<file path="src/shared/dsg_pkg.sv">
/*
 * Constants for the deep-sleep unit clock gating block: register map,
 * field positions, reset values and the power-mode encoding.
 * Assumes a 32-bit register port addressed with full byte addresses.
 */
`default_nettype none

package dsg_pkg;

	// ------------------------------------------------------------------
	// register map
	// ------------------------------------------------------------------
	localparam logic [31:0] DSG_BASE_ADDR      = 32'h400F_E000;
	localparam logic [11:0] DSG_RUN_CFG_OFS    = 12'h060;  // run_clock_config
	localparam logic [11:0] DSG_RUN_GATE_OFS   = 12'h100;  // run_gate_reg
	localparam logic [11:0] DSG_SLEEP_GATE_OFS = 12'h110;  // sleep_gate_reg
	localparam logic [11:0] DSG_DEEP_GATE_OFS  = 12'h120;  // deep_sleep_gate_reg

	// ------------------------------------------------------------------
	// gating register fields, identical in all three gating registers
	// ------------------------------------------------------------------
	localparam int DSG_NUM_UNITS = 4;
	localparam int DSG_WDT_BIT   = 3;   // watchdog_clock_en
	localparam int DSG_KEEP_BIT  = 6;   // low_power_keeper_clock_en
	localparam int DSG_ADC_BIT   = 16;  // converter clock enable
	localparam int DSG_CAN_BIT   = 24;  // bus_controller_clock_en

	localparam logic [31:0] DSG_GATE_MASK  = 32'h0101_0048;
	localparam logic [31:0] DSG_GATE_RESET = 32'h0000_0040;

	// run_clock_config: only the auto_clock_gating bit is kept here
	localparam int          DSG_ACG_BIT       = 27;
	localparam logic [31:0] DSG_RUN_CFG_MASK  = 32'h0800_0000;
	localparam logic [31:0] DSG_RUN_CFG_RESET = 32'h0000_0000;

	// ------------------------------------------------------------------
	// power mode, gray along run -> sleep -> deep-sleep
	// ------------------------------------------------------------------
	typedef enum logic [1:0] {
		DSG_RUN   = 2'h0,
		DSG_SLEEP = 2'h1,
		DSG_DEEP  = 2'h3
	} dsg_mode_t;

endpackage

`default_nettype wire

</file>
<file path="src/rtl/dsg_clock_gate.sv">
/*
 * One glitch-free clock gate cell: the enable is taken on the falling
 * edge so that the and-gate only changes while the clock is low.
 * Assumes CLOCK is the free-running system clock.
 */
`default_nettype none

module dsg_clock_gate #(
	parameter logic EN_RESET = 1'b0        // enable value during reset
) (
	input  wire logic CLOCK,               // system clock
	input  wire logic RSTN,                // synchronous reset, active low
	input  wire logic en,                  // requested enable
	output logic      en_q,                // enable as applied to the unit
	output logic      gclk                 // gated clock to the unit
);

	// ------------------------------------------------------------------
	// enable capture on the low phase
	// ------------------------------------------------------------------
	// a falling-edge flop keeps the gated clock free of runt pulses
	always_ff @(negedge CLOCK) begin
		if (!RSTN) begin
			en_q <= EN_RESET;
		end else begin
			en_q <= en;
		end
	end

	assign gclk = CLOCK & en_q;

endmodule

`default_nettype wire

</file>
<file path="src/rtl/dsg_gating.sv">
/*
 * Unit clock gating controller: run, sleep and deep-sleep gating
 * registers, the auto gating switch, per-unit gated clocks and the
 * bus fault answer for accesses to unclocked units.
 * Assumes one system clock, a one-cycle-strobe register port and
 * peripheral access strobes sampled on the same clock.
 */
// Operation
// - in deep-sleep with auto gating set, each deep-sleep gating bit is the clock enable of its unit
// - access to an unclocked unit is answered with a bus fault
// - deep-sleep gating register resets to 0x00000040
// - run, sleep and deep-sleep gating registers share one layout
// - sleep and deep-sleep gating only apply with auto gating set
// - bit 24 enables the bus controller clock, resets to zero
// - bit 16 enables the converter clock; unclocked access faults
// - bit 6 enables the low-power keeper clock, resets to one
// - bit 3 enables the watchdog clock; unclocked access faults
// - unused bits read zero, ignore writes; software preserves them
// - deep-sleep gating register decodes at base plus 0x120
`default_nettype none

module dsg_gating
	import dsg_pkg::*;
(
	input  wire logic        CLOCK,           // system clock, 20 MHz
	input  wire logic        RSTN,            // synchronous reset, active low
	input  wire logic [31:0] ADDR,            // register byte address
	input  wire logic [31:0] WDATA,           // register write data
	input  wire logic        WRITE,           // write strobe
	input  wire logic        READ,            // read strobe
	output logic      [31:0] RDATA,           // read data, cycle after READ
	input  wire logic        SLEEP_REQ,       // processor is in sleep
	input  wire logic        DEEP_SLEEP_REQ,  // processor is in deep-sleep
	input  wire logic [3:0]  UNIT_ACCESS,     // bus access per unit
	output logic      [3:0]  UNIT_FAULT,      // bus fault per unit
	output logic      [3:0]  UNIT_CLK_EN,     // applied clock enable per unit
	output logic      [3:0]  UNIT_CLK         // gated clock per unit
);

	// ------------------------------------------------------------------
	// declarations
	// ------------------------------------------------------------------
	logic [31:0] run_gate_q;
	logic [31:0] sleep_gate_q;
	logic [31:0] deep_gate_q;
	logic [31:0] run_cfg_q;
	logic [31:0] rdata_q;
	logic [31:0] rdata_d;
	logic [31:0] sel_gate;
	logic [3:0]  unit_req;
	logic        hit_run_cfg;
	logic        hit_run_gate;
	logic        hit_sleep_gate;
	logic        hit_deep_gate;
	logic        auto_clock_gating;
	dsg_mode_t   mode_q;
	dsg_mode_t   mode_d;

	// ------------------------------------------------------------------
	// address decode
	// ------------------------------------------------------------------
	assign hit_run_cfg    = (ADDR == DSG_BASE_ADDR + {20'h0_0000, DSG_RUN_CFG_OFS});
	assign hit_run_gate   = (ADDR == DSG_BASE_ADDR + {20'h0_0000, DSG_RUN_GATE_OFS});
	assign hit_sleep_gate = (ADDR == DSG_BASE_ADDR + {20'h0_0000, DSG_SLEEP_GATE_OFS});
	assign hit_deep_gate  = (ADDR == DSG_BASE_ADDR + {20'h0_0000, DSG_DEEP_GATE_OFS});

	// ------------------------------------------------------------------
	// gating registers
	// ------------------------------------------------------------------
	// all three share one mask and reset value, so they stay comparable
	always_ff @(posedge CLOCK) begin
		if (!RSTN) begin
			run_gate_q   <= DSG_GATE_RESET;
			sleep_gate_q <= DSG_GATE_RESET;
		end else if (WRITE && hit_run_gate) begin
			run_gate_q   <= WDATA & DSG_GATE_MASK;
		end else if (WRITE && hit_sleep_gate) begin
			sleep_gate_q <= WDATA & DSG_GATE_MASK;
		end
	end

	// deep-sleep register: keeper bit comes out of reset set
	always_ff @(posedge CLOCK) begin
		if (!RSTN) begin
			deep_gate_q <= DSG_GATE_RESET;
		end else if (WRITE && hit_deep_gate) begin
			deep_gate_q <= WDATA & DSG_GATE_MASK;
		end
	end

	// auto gating switch, the only bit of run_clock_config kept here
	always_ff @(posedge CLOCK) begin
		if (!RSTN) begin
			run_cfg_q <= DSG_RUN_CFG_RESET;
		end else if (WRITE && hit_run_cfg) begin
			run_cfg_q <= WDATA & DSG_RUN_CFG_MASK;
		end
	end

	assign auto_clock_gating = run_cfg_q[DSG_ACG_BIT];

	// ------------------------------------------------------------------
	// read path
	// ------------------------------------------------------------------
	// unmapped addresses read zero; data stands for exactly one cycle
	always_comb begin
		rdata_d = 32'h0000_0000;
		if (hit_run_cfg) begin
			rdata_d = run_cfg_q;
		end else if (hit_run_gate) begin
			rdata_d = run_gate_q;
		end else if (hit_sleep_gate) begin
			rdata_d = sleep_gate_q;
		end else if (hit_deep_gate) begin
			rdata_d = deep_gate_q;
		end
	end

	always_ff @(posedge CLOCK) begin
		if (!RSTN) begin
			rdata_q <= 32'h0000_0000;
		end else if (READ) begin
			rdata_q <= rdata_d;
		end else begin
			rdata_q <= 32'h0000_0000;
		end
	end

	assign RDATA = rdata_q;

	// ------------------------------------------------------------------
	// power mode tracking
	// ------------------------------------------------------------------
	// deep-sleep wins when both requests are seen together
	always_comb begin
		mode_d = DSG_RUN;
		case (mode_q)
			DSG_RUN: begin
				if (DEEP_SLEEP_REQ) begin
					mode_d = DSG_DEEP;
				end else if (SLEEP_REQ) begin
					mode_d = DSG_SLEEP;
				end
			end
			DSG_SLEEP: begin
				if (DEEP_SLEEP_REQ) begin
					mode_d = DSG_DEEP;
				end else if (SLEEP_REQ) begin
					mode_d = DSG_SLEEP;
				end
			end
			DSG_DEEP: begin
				if (DEEP_SLEEP_REQ) begin
					mode_d = DSG_DEEP;
				end else if (SLEEP_REQ) begin
					mode_d = DSG_SLEEP;
				end
			end
			default: mode_d = DSG_RUN;
		endcase
	end

	always_ff @(posedge CLOCK) begin
		if (!RSTN) begin
			mode_q <= DSG_RUN;
		end else begin
			mode_q <= mode_d;
		end
	end

	// ------------------------------------------------------------------
	// gating source selection
	// ------------------------------------------------------------------
	// without auto gating the run register holds in every mode
	always_comb begin
		sel_gate = run_gate_q;
		if (auto_clock_gating && mode_q == DSG_DEEP) begin
			sel_gate = deep_gate_q;
		end else if (auto_clock_gating && mode_q == DSG_SLEEP) begin
			sel_gate = sleep_gate_q;
		end
	end

	assign unit_req[0] = sel_gate[DSG_WDT_BIT];
	assign unit_req[1] = sel_gate[DSG_KEEP_BIT];
	assign unit_req[2] = sel_gate[DSG_ADC_BIT];
	assign unit_req[3] = sel_gate[DSG_CAN_BIT];

	// ------------------------------------------------------------------
	// per-unit gate cells
	// ------------------------------------------------------------------
	// keeper cell resets enabled so that unit keeps its clock through reset
	for (genvar u = 0; u < DSG_NUM_UNITS; u++) begin : g_unit
		dsg_clock_gate #(
			.EN_RESET (u == 1)
		) u_gate (
			.CLOCK (CLOCK),
			.RSTN  (RSTN),
			.en    (unit_req[u]),
			.en_q  (UNIT_CLK_EN[u]),
			.gclk  (UNIT_CLK[u])
		);
	end

	// fault follows the applied enable, so it matches what the unit sees
	assign UNIT_FAULT = UNIT_ACCESS & ~UNIT_CLK_EN;
endmodule

`default_nettype wire

</file>
<file path="config.mk">
export PLATFORM = sky130hd
export DESIGN_NAME = dsg_gating
export DESIGN_NICKNAME = d
export VERILOG_FILES = /design/src/shared/dsg_pkg.sv /design/src/rtl/dsg_clock_gate.sv /design/src/rtl/dsg_gating.sv
export SDC_FILE = /design/constraint.sdc
export NUM_CORES = 1
export LEC_CHECK = 0
export BUFFER_PORTS_ARGS = -buffer_cell sky130_fd_sc_hd__buf_2
export CAP_MARGIN = 20
export CORE_AREA = 2 2 62 64
export CTS_CLUSTER_SIZE = 25
export DETAILED_ROUTE_END_ITERATION = 6
export DIE_AREA = 0 0 64 66
export PLACE_DENSITY_LB_ADDON = 0.1
export SYNTH_ARGS = -nofsm -noshare
export SYNTH_HDL_FRONTEND = slang
export SYNTH_SLANG_ARGS = --single-unit
</file>
<file path="constraint.sdc">
create_clock -name CLOCK -period 4.7 [get_ports CLOCK]
set_clock_uncertainty 0.2 [all_clocks]
set_input_delay 0.94 -clock CLOCK [delete_from_list [all_inputs] [get_ports CLOCK]]
set_output_delay 0.94 -clock CLOCK [all_outputs]
set_load 0.05 [all_outputs]
</file>
==> impl_metrics.env <==
export IMPL_postSynthCellCount=171
export IMPL_synth_ff_type="dfxtp_1"
export IMPL_wl_per_cell_um=11.0
export IMPL_setup_viol=0
export IMPL_postCtsResizedCells=0
export IMPL_final_util=0.482
export IMPL_insertion_delay_ps=420
export IMPL_tightest_slew_ps=789
export IMPL_io_buffers=63
export IMPL_totalWireLength_um=3040
export IMPL_grt_use_total=0.152
export IMPL_crit_required_ps=3560
export IMPL_ys_seq_area_frac=0.333
export IMPL_hold_buffers=0
export IMPL_dieArea_mm2=0.00422
export IMPL_cts_tree="built"
export IMPL_vias=1250
export IMPL_async_flop_share=0
export IMPL_antenna_found_initial=0
export IMPL_power_density_mw_per_mm2=296
export IMPL_antenna_cells=0
export IMPL_final_antenna_net_count=0
export IMPL_die_w_um=64
export IMPL_synth_common_cells="buf_4, dfxtp_1, nand2_1"
export IMPL_rsz0062_at_grt="false"
export IMPL_yosys_top_cells_area="dfxtp_1, buf_4, mux2i_1"
export IMPL_critPathMaxFanout=3
export IMPL_slew_headroom=0.469
export IMPL_ys_types=33
export IMPL_preCtsSetupSlack_ps=515
export IMPL_holdPathStages=2
export IMPL_hp_class="register to register"
export IMPL_start_util=0.407
export IMPL_globalRouteOverflowTotal=0
export IMPL_clkTransAtPathRegs_ps=130
export IMPL_grt_max_degree=21
export IMPL_syn_to_final_growth_pct=18.6
export IMPL_yosysMostFrequentCell="buf_4"
export IMPL_gp_congestion=0.793
export IMPL_timing_final_ws_setup_ps=53.1
export IMPL_synth_edf_count=0
export IMPL_yosysWarnings=0
export IMPL_die_h_um=66
export IMPL_final_hold_viol_count=0
export IMPL_rows=22
export IMPL_ios=118
export IMPL_hold_slack_ps=266
export IMPL_cp_data_arrival_time_ps=3510
export IMPL_avgSynthCellArea_um2=8.44
export IMPL_drtPass1Iterations=4
export IMPL_drc=0
export IMPL_dp_final_hpwl_um=2400
export IMPL_netlist_area_leader_share=0.333
export IMPL_ys_seq_elements=24
export IMPL_drv_slew=0
export IMPL_grt_pass1_wl_um=4750
export IMPL_r2r_cells=3
export IMPL_grt_pass1_vias=1111
export IMPL_critPathKind="register to output pin"
export IMPL_cp_end_kind="output pin"
export IMPL_status="finished, final reports clean"
export IMPL_synth_area_leader_cell="dfxtp_1"
export IMPL_p_leak_uw=0.000865
export IMPL_tns_ps=0
export IMPL_initialDrtViolationCount=30
export IMPL_drive_gt1_frac=0.333
export IMPL_core_area_mm2=0.00355
export IMPL_post_cts_setup_buffers=0
export IMPL_maxCapViolations=0
export IMPL_total_power_uw=506
export IMPL_critPathLaunchType="register"
export IMPL_viasPerCell=4.53
export IMPL_netlist_area_mm2=0.00144
export IMPL_irDropWorstVdd_mv=0.111
export IMPL_nets=304
[cells by family after synthesis]
kind of cell    after synthesis  synth area share
simple gates                 60             0.239
buf+inv                      51             0.226
flops                        24             0.333
compound gates               23             0.116
mux                          12            0.0832
other cells                   1           0.00260
[sequential cells by signal, summed over array words and instances (netlist names)]
signal / cells
deep_gate_q: 4
sleep_gate_q: 4
RDATA: 5
run_gate_q: 4
mode_q: 2
g_unit.u_gate.en_q: 4
run_cfg_q: 1
[path summary, 6_finish.rpt]
check / startpoint / end / slack [ps]
hold reg to reg: run_cfg_q[27] / RDATA[27] / 270
setup / recovery: g_unit[3].u_gate.en_q / UNIT_CLK[3] / 50
hold / removal: run_cfg_q[27] / RDATA[27] / 270
setup reg to reg: run_cfg_q[27] / g_unit[3].u_gate.en_q / 1150
[critical path, stage by stage, from the launching register on]
cell      delay [ps]
dfxtp_1          330
and2_1           120
clkbuf_4         220
[stage by stage]
step	cell area, µm²	std cells
4_1_cts	1690	276
3_3_place_gp	1630	266
2_1_floorplan	1540	197
5_1_grt	1710	276
6_report	1710	276
3_5_place_dp	1630	266
[final cells by class]
| type | count | area [µm²] |
|---|---|---|
| timing repair buffer | 60 | 310 |
| multi-input combinational | 122 | 734 |
| fill | 362 | 1840 |
| clock buffer | 11 | 82.6 |
| sequential | 24 | 484 |
| tap | 48 | 60.1 |
| clock inverter | 4 | 15.0 |
| inverter | 7 | 26.3 |
[power breakdown]
| part | switching (µW) | internal [µW] |
|---|---|---|
| combinational | 68.2 | 21.9 |
| sequential | 1.58 | 205 |
| clock | 122 | 87.8 |
[cells in the final DEF, fill, tap and decap left out, types with 3 or more instances in the layout]
cell type | Yosys | final
a21boi_0 | 4 | 4
a21oi_1 | 4 | 4
and2_1 | 5 | 5
buf_2 | 2 | 56
buf_4 | 35 | 4
clkbuf_4 | 0 | 11
conb_1 | 1 | 27
dfxtp_1 | 24 | 21
dfxtp_2 | 0 | 3
inv_1 | 8 | 11
mux2i_1 | 12 | 12
nand2_1 | 22 | 22
nand2b_1 | 3 | 3
nor2_1 | 4 | 4
nor2b_1 | 9 | 9
nor4bb_1 | 3 | 3
o211a_1 | 3 | 3
o211ai_1 | 4 | 4
o31ai_1 | 4 | 4
[per-layer routing]
layer | part of all wire | wire length [µm] | global-route usage
met5 | 0 | 0 | 0
met4 | 0.0079 | 24 | 0.103
met3 | 0.091 | 276 | 0.0664
met2 | 0.48 | 1470 | 0.228
met1 | 0.42 | 1270 | 0.174
(Power assumes the default switching activity.)
